--- src/logic/odia_params.svh ---
// Constants for the operand decode and indirect addressing block.
// Assumes inclusion by odia_pkg.sv and odia_decode.sv only.
`ifndef ODIA_PARAMS_SVH
`define ODIA_PARAMS_SVH

// Instruction cycle timing
`define ODIA_OSC_PER_CYC   4

// Instruction word layout
`define ODIA_IW            12
`define ODIA_CLASS_HI      11
`define ODIA_CLASS_LO      10
`define ODIA_DEST_POS      5
`define ODIA_BIT_HI        7
`define ODIA_BIT_LO        5
`define ODIA_FILE_HI       4
`define ODIA_FILE_LO       0
`define ODIA_LIT8_HI       7
`define ODIA_LIT9_HI       8
`define ODIA_BIT_TEST_POS  9

// Opcode patterns, only the listed bits are compared
`define ODIA_CLS_BYTE      2'h0
`define ODIA_CLS_BIT       2'h1
`define ODIA_JUMP_PAT      3'h5
`define ODIA_CALL_PAT      4'h9
`define ODIA_RETL_PAT      4'h8
`define ODIA_NOP_WORD      12'h000

// File addresses within a bank
`define ODIA_INDIRECT_ADDR 5'h00
`define ODIA_PCL_ADDR      5'h02
`define ODIA_PTR_ADDR      5'h04

// Bus register offsets and reset values
`define ODIA_OFS_PTR       8'h00
`define ODIA_OFS_BANK      8'h04
`define ODIA_OFS_STATE     8'h08
`define ODIA_PTR_RST       7'h00
`define ODIA_BANK_RST      2'h0

`endif

--- src/logic/odia_pkg.sv ---
// Types shared by the operand decode block and its phase sequencer.
// Assumes odia_params.svh is on the include path.
`include "odia_params.svh"

package odia_pkg;

  // Instruction cycle phases, Gray coded along the loop
  typedef enum logic [1:0]
  {
    ODIA_Q1 = 2'h0,
    ODIA_Q2 = 2'h1,
    ODIA_Q3 = 2'h3,
    ODIA_Q4 = 2'h2
  } odia_phase_e;

  // Instruction format classes
  typedef enum logic [1:0]
  {
    ODIA_BYTE = 2'h0,
    ODIA_BITOP = 2'h1,
    ODIA_LIT = 2'h2
  } odia_class_e;

  // Decoded fields of one instruction word
  typedef struct packed
  {
    odia_class_e cls;
    logic        dest_file;
    logic [2:0]  bit_sel;
    logic [4:0]  file;
    logic [8:0]  literal;
    logic        jump;
    logic        pc_write;
  } odia_dec_s;

endpackage : odia_pkg

--- src/logic/odia_phase.sv ---
// Four-phase instruction cycle sequencer.
// Assumes each CORE_CLK edge is one oscillator period.
`timescale 1ns/1ps
`default_nettype none

module odia_phase
  import odia_pkg::*;
(
  input  wire logic  clk,      // Oscillator clock
  input  wire logic  rst_n,    // Asynchronous reset, active low
  output var odia_phase_e phase    // Current phase
);

  odia_phase_e phase_q;
  odia_phase_e phase_d;

  // Next phase around the loop
  always_comb
  begin
    case (phase_q)
      ODIA_Q1: phase_d = ODIA_Q2;
      ODIA_Q2: phase_d = ODIA_Q3;
      ODIA_Q3: phase_d = ODIA_Q4;
      ODIA_Q4: phase_d = ODIA_Q1;
      default: phase_d = ODIA_Q1;
    endcase
  end

  // Phase register, one step per oscillator period
  always_ff @(posedge clk or negedge rst_n)
  begin
    if (!rst_n)
      phase_q <= ODIA_Q1;
    else
      phase_q <= phase_d;
  end

  assign phase = phase_q;
endmodule : odia_phase

`default_nettype wire

--- src/logic/odia_decode.sv ---
// Operand decode and indirect data addressing for an 8-bit core.
// Assumes program memory presents the next word on INSTR_IN by Q4,
// the data file answers a read in the same clock that DF_RD is high, and the ALU
// gives RESULT and SKIP_REQ by Q4 of the same instruction cycle.
//
// Notes on behaviour
// - Indirect slot reaches the register the pointer names; slot holds nothing.
// - Indirect read while pointer is zero returns zero.
// - Indirect write to the slot itself stores nothing.
// - Pointer is 5 bits unbanked, 7 bits banked.
// - Low five pointer bits select addresses 0 to 31 in the bank.
// - Unbanked parts read pointer bits six and five as ones.
// - Banked parts use pointer bits six and five as bank number.
// - Instruction is a 12-bit word split into opcode and operands.
// - Byte operand selects one of 32 file registers of the bank.
// - Destination bit zero goes to accumulator, one to the file.
// - Bit operand picks the bit of the 8-bit file register.
// - Literal and control words carry an 8 or 9 bit constant.
// - One cycle normally, two on true test or program counter change.
// - One instruction cycle is four oscillator periods.
// - Don't-care instruction bits never affect decoding.
// - Indirect slot sits at file address zero.
// - Jump carries a 9-bit target, others 8 bits.
//
// The APB interface to the registers and the register offsets were left to the implementer.
`include "odia_params.svh"
`timescale 1ns/1ps
`default_nettype none

module odia_decode
  import odia_pkg::*;
#(
  parameter bit BANKED = 1'b1        // Banked variant with 7-bit pointer
)
(
  input  wire logic        CORE_CLK,    // Oscillator clock
  input  wire logic        RESETN,      // Asynchronous reset, active low
  input  wire logic        PSEL,        // APB select
  input  wire logic        PENABLE,     // APB access phase
  input  wire logic        PWRITE,      // APB write
  input  wire logic [7:0]  PADDR,       // APB byte address
  input  wire logic [31:0] PWDATA,      // APB write data
  output logic      [31:0] PRDATA,      // APB read data
  output logic             PREADY,      // APB ready
  output logic             PSLVERR,     // APB error on unmapped
  input  wire logic [11:0] INSTR_IN,    // Prefetched word
  input  wire logic [7:0]  RESULT,      // ALU result for write back
  input  wire logic        SKIP_REQ,    // Conditional test is true
  input  wire logic [7:0]  DF_RDATA,    // Data file read data
  output logic             PM_NEXT,     // Advance program fetch
  output logic      [6:0]  DF_ADDR,     // Data file address
  output logic             DF_RD,       // Data file read strobe
  output logic             DF_WR,       // Data file write strobe
  output logic      [7:0]  DF_WDATA,    // Data file write data
  output logic      [7:0]  OPERAND,     // File operand value
  output logic      [1:0]  OP_CLASS,    // Instruction class
  output logic             DEST_FILE,   // Result goes to file
  output logic      [2:0]  BIT_SEL,     // Bit position
  output logic      [8:0]  LITERAL,     // Immediate constant
  output logic             TWO_CYCLE,   // Extra no-op cycle running
  output logic      [1:0]  PHASE        // Phase, registered one clock behind
);

  localparam int PTR_W = BANKED ? 7 : 5;

  odia_phase_e phase;
  odia_dec_s   dec;
  logic [11:0] ir_q;
  logic [6:0]  ptr_q;
  logic [1:0]  bank_q;
  logic        flush_q;
  logic        indirect;
  logic        self_ref;
  logic        uses_file;
  logic        writes_file;
  logic [4:0]  eff_addr;
  logic [1:0]  eff_bank;
  logic [1:0]  ptr_bank;
  logic [7:0]  ptr_rd;
  logic        ptr_hit;
  logic        pc_change;
  logic        setup;
  logic        bus_acc;
  logic        wr_ptr_bus;
  logic [31:0] rd_d;
  logic        err_d;

  // Phase sequencer
  odia_phase u_phase
  (
    .clk   (CORE_CLK),
    .rst_n (RESETN),
    .phase (phase)
  );

  // Field extraction; only defined bits take part
  always_comb
  begin
    dec = '0;
    dec.file = ir_q[`ODIA_FILE_HI:`ODIA_FILE_LO];
    dec.bit_sel = ir_q[`ODIA_BIT_HI:`ODIA_BIT_LO];
    dec.jump = ir_q[11:9] == `ODIA_JUMP_PAT;
    if (ir_q[`ODIA_CLASS_HI:`ODIA_CLASS_LO] == `ODIA_CLS_BYTE)
    begin
      dec.cls = ODIA_BYTE;
      dec.dest_file = ir_q[`ODIA_DEST_POS];
    end
    else if (ir_q[`ODIA_CLASS_HI:`ODIA_CLASS_LO] == `ODIA_CLS_BIT)
    begin
      dec.cls = ODIA_BITOP;
      dec.dest_file = !ir_q[`ODIA_BIT_TEST_POS];
    end
    else
    begin
      dec.cls = ODIA_LIT;
    end
    // Jump target is 9 bits, every other constant 8
    if (dec.jump)
      dec.literal = ir_q[`ODIA_LIT9_HI:0];
    else
      dec.literal = {1'b0, ir_q[`ODIA_LIT8_HI:0]};
    dec.pc_write = dec.jump || ir_q[11:8] == `ODIA_CALL_PAT
                   || ir_q[11:8] == `ODIA_RETL_PAT;
  end

  // Effective data address through the pointer when needed
  always_comb
  begin
    indirect = dec.file == `ODIA_INDIRECT_ADDR;
    ptr_bank = BANKED ? ptr_q[6:5] : 2'h0;
    eff_addr = indirect ? ptr_q[4:0] : dec.file;
    eff_bank = indirect ? ptr_bank : bank_q;
    self_ref = indirect && ptr_q[4:0] == `ODIA_INDIRECT_ADDR;
    uses_file = dec.cls != ODIA_LIT && ir_q != `ODIA_NOP_WORD;
    writes_file = uses_file && dec.dest_file;
    ptr_hit = eff_addr == `ODIA_PTR_ADDR;
    pc_change = dec.pc_write || (writes_file
                && eff_addr == `ODIA_PCL_ADDR);
  end

  // Pointer read view; missing bank bits read as ones
  generate
    if (BANKED)
    begin : g_banked
      assign ptr_rd = {1'b0, ptr_q};
    end
    else
    begin : g_flat
      assign ptr_rd = {1'b0, 2'h3, ptr_q[4:0]};
    end
  endgenerate

  // Pointer register: instruction write back beats the bus
  always_ff @(posedge CORE_CLK or negedge RESETN)
  begin
    if (!RESETN)
      ptr_q <= `ODIA_PTR_RST;
    else if (phase == ODIA_Q4 && writes_file && ptr_hit && !self_ref)
      ptr_q <= 7'(RESULT[PTR_W-1:0]);
    else if (wr_ptr_bus)
      ptr_q <= 7'(PWDATA[PTR_W-1:0]);
  end

  // Direct bank selection, set by software
  always_ff @(posedge CORE_CLK or negedge RESETN)
  begin
    if (!RESETN)
      bank_q <= `ODIA_BANK_RST;
    else if (bus_acc && PWRITE && PADDR == `ODIA_OFS_BANK)
      bank_q <= BANKED ? PWDATA[1:0] : 2'h0;
  end

  // Instruction register loads at Q4; flushed word becomes no-op
  always_ff @(posedge CORE_CLK or negedge RESETN)
  begin
    if (!RESETN)
    begin
      ir_q <= `ODIA_NOP_WORD;
      flush_q <= 1'b0;
    end
    else if (phase == ODIA_Q4)
    begin
      flush_q <= pc_change || SKIP_REQ;
      ir_q <= (pc_change || SKIP_REQ) ? `ODIA_NOP_WORD : INSTR_IN;
    end
  end

  // Decoded field outputs, refreshed at Q1
  always_ff @(posedge CORE_CLK or negedge RESETN)
  begin
    if (!RESETN)
    begin
      OP_CLASS <= 2'h0;
      DEST_FILE <= 1'b0;
      BIT_SEL <= 3'h0;
      LITERAL <= 9'h000;
      TWO_CYCLE <= 1'b0;
    end
    else if (phase == ODIA_Q1)
    begin
      OP_CLASS <= dec.cls;
      DEST_FILE <= writes_file;
      BIT_SEL <= dec.bit_sel;
      LITERAL <= dec.literal;
      TWO_CYCLE <= flush_q;
    end
  end

  // Data file read at Q2, address stands through Q4
  always_ff @(posedge CORE_CLK or negedge RESETN)
  begin
    if (!RESETN)
    begin
      DF_ADDR <= 7'h00;
      DF_RD <= 1'b0;
    end
    else
    begin
      DF_RD <= phase == ODIA_Q2 && uses_file && !self_ref;
      if (phase == ODIA_Q2)
        DF_ADDR <= {eff_bank, eff_addr};
    end
  end

  // Operand capture at Q3; slot aimed at itself gives zero
  always_ff @(posedge CORE_CLK or negedge RESETN)
  begin
    if (!RESETN)
      OPERAND <= 8'h00;
    else if (phase == ODIA_Q3)
      OPERAND <= self_ref ? 8'h00 : (ptr_hit ? ptr_rd : DF_RDATA);
  end

  // Write back at Q4; self target and pointer slot skip the file
  always_ff @(posedge CORE_CLK or negedge RESETN)
  begin
    if (!RESETN)
    begin
      DF_WR <= 1'b0;
      DF_WDATA <= 8'h00;
      PM_NEXT <= 1'b0;
    end
    else
    begin
      DF_WR <= phase == ODIA_Q4 && writes_file && !self_ref
               && !ptr_hit;
      if (phase == ODIA_Q4)
        DF_WDATA <= RESULT;
      PM_NEXT <= phase == ODIA_Q4;
    end
  end

  // Phase output
  always_ff @(posedge CORE_CLK or negedge RESETN)
  begin
    if (!RESETN)
      PHASE <= 2'h0;
    else
      PHASE <= phase;
  end

  // APB decode, no wait state; read data is registered from a flop in the setup cycle
  assign setup = PSEL && !PENABLE;
  // Writes land only at the access edge that sees PREADY high
  assign bus_acc = PSEL && PENABLE && PREADY;
  assign wr_ptr_bus = bus_acc && PWRITE && PADDR == `ODIA_OFS_PTR;

  always_comb
  begin
    rd_d = 32'h0000_0000;
    err_d = 1'b0;
    case (PADDR)
      `ODIA_OFS_PTR: rd_d = {24'h000000, ptr_rd};
      `ODIA_OFS_BANK: rd_d = {30'h0000_0000, bank_q};
      `ODIA_OFS_STATE: rd_d = {16'h0000, ir_q, flush_q, TWO_CYCLE,
                               phase};
      default: err_d = 1'b1;
    endcase
  end

  // APB answer registers
  always_ff @(posedge CORE_CLK or negedge RESETN)
  begin
    if (!RESETN)
    begin
      PREADY <= 1'b0;
      PSLVERR <= 1'b0;
      PRDATA <= 32'h0000_0000;
    end
    else
    begin
      PREADY <= setup;
      PSLVERR <= setup && err_d;
      if (setup && !PWRITE)
        PRDATA <= rd_d;
      else if (setup)
        PRDATA <= 32'h0000_0000;
    end
  end
endmodule : odia_decode

`default_nettype wire

--- config.mk ---
export PLATFORM = sky130hd
export DESIGN_NAME = odia_decode
export DESIGN_NICKNAME = d
export VERILOG_FILES = /design/src/logic/odia_pkg.sv /design/src/logic/odia_phase.sv /design/src/logic/odia_decode.sv
export VERILOG_INCLUDE_DIRS = /design/src /design/src/logic
export SDC_FILE = /design/constraint.sdc
export NUM_CORES = 1
export LEC_CHECK = 0
export BUFFER_PORTS_ARGS = -buffer_cell sky130_fd_sc_hd__buf_2
export CAP_MARGIN = 20
export CORE_MARGIN = 2
export CORE_UTILIZATION = 40
export DETAILED_ROUTE_END_ITERATION = 10
export PLACE_DENSITY = 0.69
export SETUP_SLACK_MARGIN = 0.15
export SYNTH_ARGS = -nofsm -noshare
export SYNTH_HDL_FRONTEND = slang
export SYNTH_SLANG_ARGS = --single-unit
--- constraint.sdc ---
create_clock -name CORE_CLK -period 2.8 [get_ports CORE_CLK]
set_input_delay 0.14 -clock CORE_CLK [delete_from_list [all_inputs] [get_ports CORE_CLK]]
set_output_delay 0.14 -clock CORE_CLK [all_outputs]
set_load 0.02 [all_outputs]
; Word level (Yosys, flattened, before mapping)
; Cells that the tools add are included.
; Widths: inputs -> output; s select.
[word_totals]
regBits = 102
input_bits = 74
mem_bits_ro = 0
n_memories = 0
latch_bits = 0
elab_cells = 85
out_inout_bits = 78
ramBits = 0
[op_classes]
muxes = 16
div = 0
n_addsub = 0
bitwise = 0
shifts = 0
order_cmp = 0
n_reduce_logical = 37
n_mul = 0
eq_ne = 12
[ops]
columns = operator, count
row1 = $mux 32, 2
row2 = $pmux 16 s3, 1
row3 = $logic_and 1x1->1, 19
row4 = $mux 8, 2
row5 = $mux 7, 2
row6 = $mux 12, 1
row7 = $reduce_bool 12->1, 1
row8 = $logic_not 5->1, 2
row9 = $mux 9, 1
row10 = $eq 4x4->1 const B, 2
row11 = $eq 8x3->1 const B, 1
row12 = $eq 8x4->1 const B, 1
row13 = $logic_not 8->1, 1
row14 = $pmux 2 s4, 1
row15 = $eq 5x2->1 const B, 1
row16 = $eq 5x3->1 const B, 1
row17 = $logic_not 1->1, 5
row18 = $mux 5, 1
row19 = $eq 2x1->1 const B, 2
row20 = $eq 2x2->1 const B, 2
row21 = $logic_not 2->1, 2
row22 = $logic_or 1x1->1, 4
row23 = $mux 2, 2
row24 = $reduce_bool 2->1, 2
row25 = other kinds (5), 6

; Logic depth before layout (Yosys ltp)
[depth]
ltp_word = 10
ltp_mapped = 7
depth_no_buf = 5

; By module
; A second synthesis with hierarchy kept.
[hier_totals]
hier_cells = 322
hier_area_um2 = 3609.7
[by_module_without_submodules]
columns = module, area_per_inst_um2, seq_area_each_um2, cells_each, instances
row1 = odia_decode, 3552.2, 2026.9, 318, 1
row2 = odia_phase, 57.6, 50.0, 4, 1

; Least setup slack after synthesis
; No wires, ideal clock.
[synth_timing]
kind = reg-to-reg
start = register ir_q[0]
end = register ptr_q[0]
n_path_buf = 2
synth_period_minus_slack_ns = 2.501
setup_slack_ns = 0.299
arrival_time_ns = 2.376
stages_incl_launch_ff = 8
setup_time_ns = 0.125
t_required_ns = 2.675
path_cell_list = dfrtp_1 -> or2_1 -> a211o_1 -> or4b_4 -> buf_6 -> or4_4 -> buf_6 -> mux2_4
[synth_via]
elab_chain_cells = 7
elab_cells_between_ends = 13
classes_between = eq/ne (1) / mux (2) / reduce/logical (10)
[synth_lines]
columns = element, line_no
row1 = "start, declared", odia_decode.sv:68  ; logic [11:0] ir_q;
row2 = "start signal, assigned", odia_decode.sv:178  ; ir_q <= `ODIA_NOP_WORD;
row3 = "start signal, assigned", odia_decode.sv:184  ; ir_q <= (pc_change || SKIP_REQ) ? `ODIA_NOP_WORD : INSTR_IN;
row4 = "parallel branches: the longest is 5 deep, another holds $logic_not 5->1", n/a
row5 = $logic_and 1x1->1 *, odia_decode.sv:158  ; else if (phase == ODIA_Q4 && writes_file && ptr_hit && !self_ref)
row6 = $mux 7 or $reduce_bool 2->1 (tied branches), n/a
row7 = "end signal, assigned", odia_decode.sv:157  ; ptr_q <= `ODIA_PTR_RST;
row8 = "end signal, assigned", odia_decode.sv:159  ; ptr_q <= 7'(RESULT[PTR_W-1:0]);
row9 = "end signal, assigned", odia_decode.sv:161  ; ptr_q <= 7'(PWDATA[PTR_W-1:0]);
row10 = "end, declared", odia_decode.sv:69  ; logic [6:0] ptr_q;
; Every way passes the cells marked *.
; A chain may end at the register's enable or synchronous reset.

; Final worst setup path
[layout_timing]
start = register ir_q[0]
end = register ptr_q[3]
; Same word-level chain as after synthesis.

==> impl_results.md <==
* Status: complete, no violations
* Die outline height at ~99 µm
* Post-CTS Hold Fix Bufs at 13
* # DRC at 0
* Nets at 518
* First-pass GRT wire length at roughly 14 mm
* Final Hold Fails at 0
* RSZ-0062 raised after global routing: false
* CP peak stage delay at between 0.5 and 0.6 ns
* Fin. max-slew vios at 0
* Post-CTS Setup Bufs at 0
* Worst clock skew at between 0.01 and 0.015 ns
* WL/cell at approximately 15 µm
* Buffers on Ports at 110
* Worst setup path startpoint: ir_q[0]
* Post-route ant nets at 0
* Die X at just under 100 µm
* Worst r2r src: ir_q[0]
* R2R Path End: ptr_q[3]
* Starting DRC count in detailed routing at 118
* CP Cell Sequence: or2_1 -> a211o_1 -> or4b_4 -> or4_4 -> mux2_4
* Vias at approximately 2.8k
* Post-CTS Resized at 0
* Antenna violations before repair at 0
* Non-Filler Instances at roughly 560
* Synthesis Warnings at 0
* Setup tns final at 0 ns
* Prevailing post-synth register cell: dfrtp_1
* Period utilization at 0.8804
* Placed Cells incl. Taps at 527
* CTS max path bufs at 2
* Most frequent cells in the layout: buf_2, dfrtp_1, nand2_1, o21ai_0, a22o_1
* Vias per inst at approximately 5.0
* Final setup fails at 0
* Commonest non-fill, non-tap cell in the layout: buf_2
* Clock Pin Slew Worst Setup and Hold Paths at about 0.080 ns
* Critical Path Fanout Max at 7
* DP HPWL at approximately 6.2 mm
* Hold path depth at 2
* Core Box Area at 8763 µm²
* Fraction of layout cells with a size suffix above 1 at 0.3586
* Critical path class: flop to flop
* Clock Latency Late Sink at approximately 0.35 ns
* Worst setup EP type: flop
* HP Class: input port to flop
* Gr ovfl total at 0
* Total number of H-tree levels at 3
* CTS tree: done
* Number of I/O pins at around 150
* Mapped Avg Cell Area at approximately 11 µm²
* Period minus WS final at approximately 2.5 ns
* Largest area contributor in the netlist: dfrtp_1
* Critical path startpoint category: flop
* R2R setup slack at about 0.33 ns
* Vias in the first global route at between 2k and 3k
* WL final at approximately 8.4 mm
* Max-cap violations at 0
* Tightest Pin Transition at just under 0.7 ns
* Crit path to: ptr_q[3]
* Worst EP required at ~3.0 ns
* Lkg Pwr at between 0.002 and 0.0025 µW
* Fmax at 0.4057 GHz
* Syn Inst Count at between 300 and 400
* Post-synth top area share at 0.5728
* Share of synthesized registers carrying an async set or reset at 1.000
* VDD IR max at around 230 µV
* Starting density of the core at 0.4138
* CP arrival at approximately 2.7 ns
* Num CTS Buffers at 9
* Clock sink count at slightly above 80
* Synth-to-Final Area Change at 25.33%
* Num rows at 34
* Root buffer cell: clkbuf_8
* Synth Cell Area at 3626 µm²
* Placer Congestion at between 0.7 and 0.8
* Pin count of the biggest net entering global routing at 84
* Number of synthesized flops with an enable pin at 0
* Ant. Diodes at 0
* GRT Overall Usage at 0.1754
* Post-synthesis sequential area ratio at 0.5728
* Top post-synthesis cells by area: dfrtp_1, nand2_1, mux2_2
* PwrDens at 554.0 nW/µm²
* Yosys reg bits at between 80 and 90
* Slew headroom at 0.5489
* Drt first pass iters at 4
* Crit path max-delay cell type: or4b_4
* Synth cell types at 38
* Die Footprint at between 9000 and 10000 µm²
* R2R depth at 5
worst min path at each step:
| stage | slack, ns | from | to |
|---|---|---|---|
| 3_5_place_dp | 0.35 | RESULT[7] | DF_WDATA[7] |
| 3_3_place_gp | 0.33 | RESULT[7] | DF_WDATA[7] |
| 2_1_floorplan | -0.16 | RESETN | BIT_SEL[0] |
| 5_1_grt | 0.007 | INSTR_IN[3] | ir_q[3] |
| 4_1_cts | 0.0002 | RESULT[2] | DF_WDATA[2] |
| 6_report | 0.01 | INSTR_IN[4] | ir_q[4] |
power breakdown:
group | switching, µW | internal (µW)
Sequential | 76.1 | 1280
Combinational | 223 | 181
Clock | 416 | 346
metal layers:
metal | GRT usage | wire, µm | share of wire | vias up
met5 | 0 | 0 | 0 | -
met4 | 0.08114 | 187 | 0.022 | 0
met3 | 0.04989 | 565 | 0.068 | 15
met2 | 0.2739 | 3933 | 0.47 | 84
met1 | 0.2275 | 3676 | 0.44 | 1362
li1 | - | - | - | 1326
through the flow:
step	util	instance area (µm²)	hold slack (ns)	setup WS [ns]	total power, µW
global route	0.5186	4544	0.006508	0.2717	2640
CTS	0.5154	4517	0.0001961	0.3412	2537
floorplan	-	3682	-0.1556	0.2994	1618
finish	0.5186	4544	0.01293	0.3350	2518
detailed placement	0.4810	4215	0.3522	0.3620	1764
global placement	0.4810	4215	0.3296	0.4000	1753
Yosys cell counts, types with 3 or more instances:
cell type / count
nor2_1: 14
mux2_2: 16
buf_4: 19
inv_1: 7
clkbuf_1: 13
nand2_1: 55
a22o_1: 20
o21ai_1: 4
nor4_1: 3
dfrtp_1: 83
nor3_1: 3
mux2_4: 7
o21ai_0: 21
mux2i_1: 16
a21oi_1: 7
nand2b_1: 4
logic make-up (layout without fill, tap and decap cells):
family          count (synthesis)  in the layout  share of synthesized area
compound gates                 62             62                     0.1153
buf+inv                        42            155                    0.06729
flops                          83             83                     0.5728
mux                            39             39                     0.1228
other cells                     1             16                   0.001034
simple gates                   94             94                     0.1208
flip-flops by register name (all words and copies together), names as in the netlist, 2 cells and up:
name           flops
BIT_SEL            2
DF_ADDR            7
DF_WDATA           8
LITERAL            7
OPERAND            8
OP_CLASS           2
PHASE              2
PRDATA            16
bank_q             2
ir_q              12
ptr_q              7
u_phase.phase      2
cell type report:
type,instances,area [µm²]
Tap cell,108,135.1
Inverter,8,30.03
Multi-Input combinational cell,211,1368
Sequential cell,83,2077
Fill cell,800,4219
Clock buffer,12,145.1
Clock inverter,4,26.28
Timing Repair Buffer,131,763.2
critical path: cells and delay by family, from the launching register on:
| family | cells | cell delay [ns] |
|---|---|---|
| and+or+nand+nor | 3 | 1.32 |
| DFF | 1 | 0.46 |
| muxes | 1 | 0.33 |
| AOI/OAI and AO/OA | 1 | 0.25 |
Power figures use the tool's default switching activity.
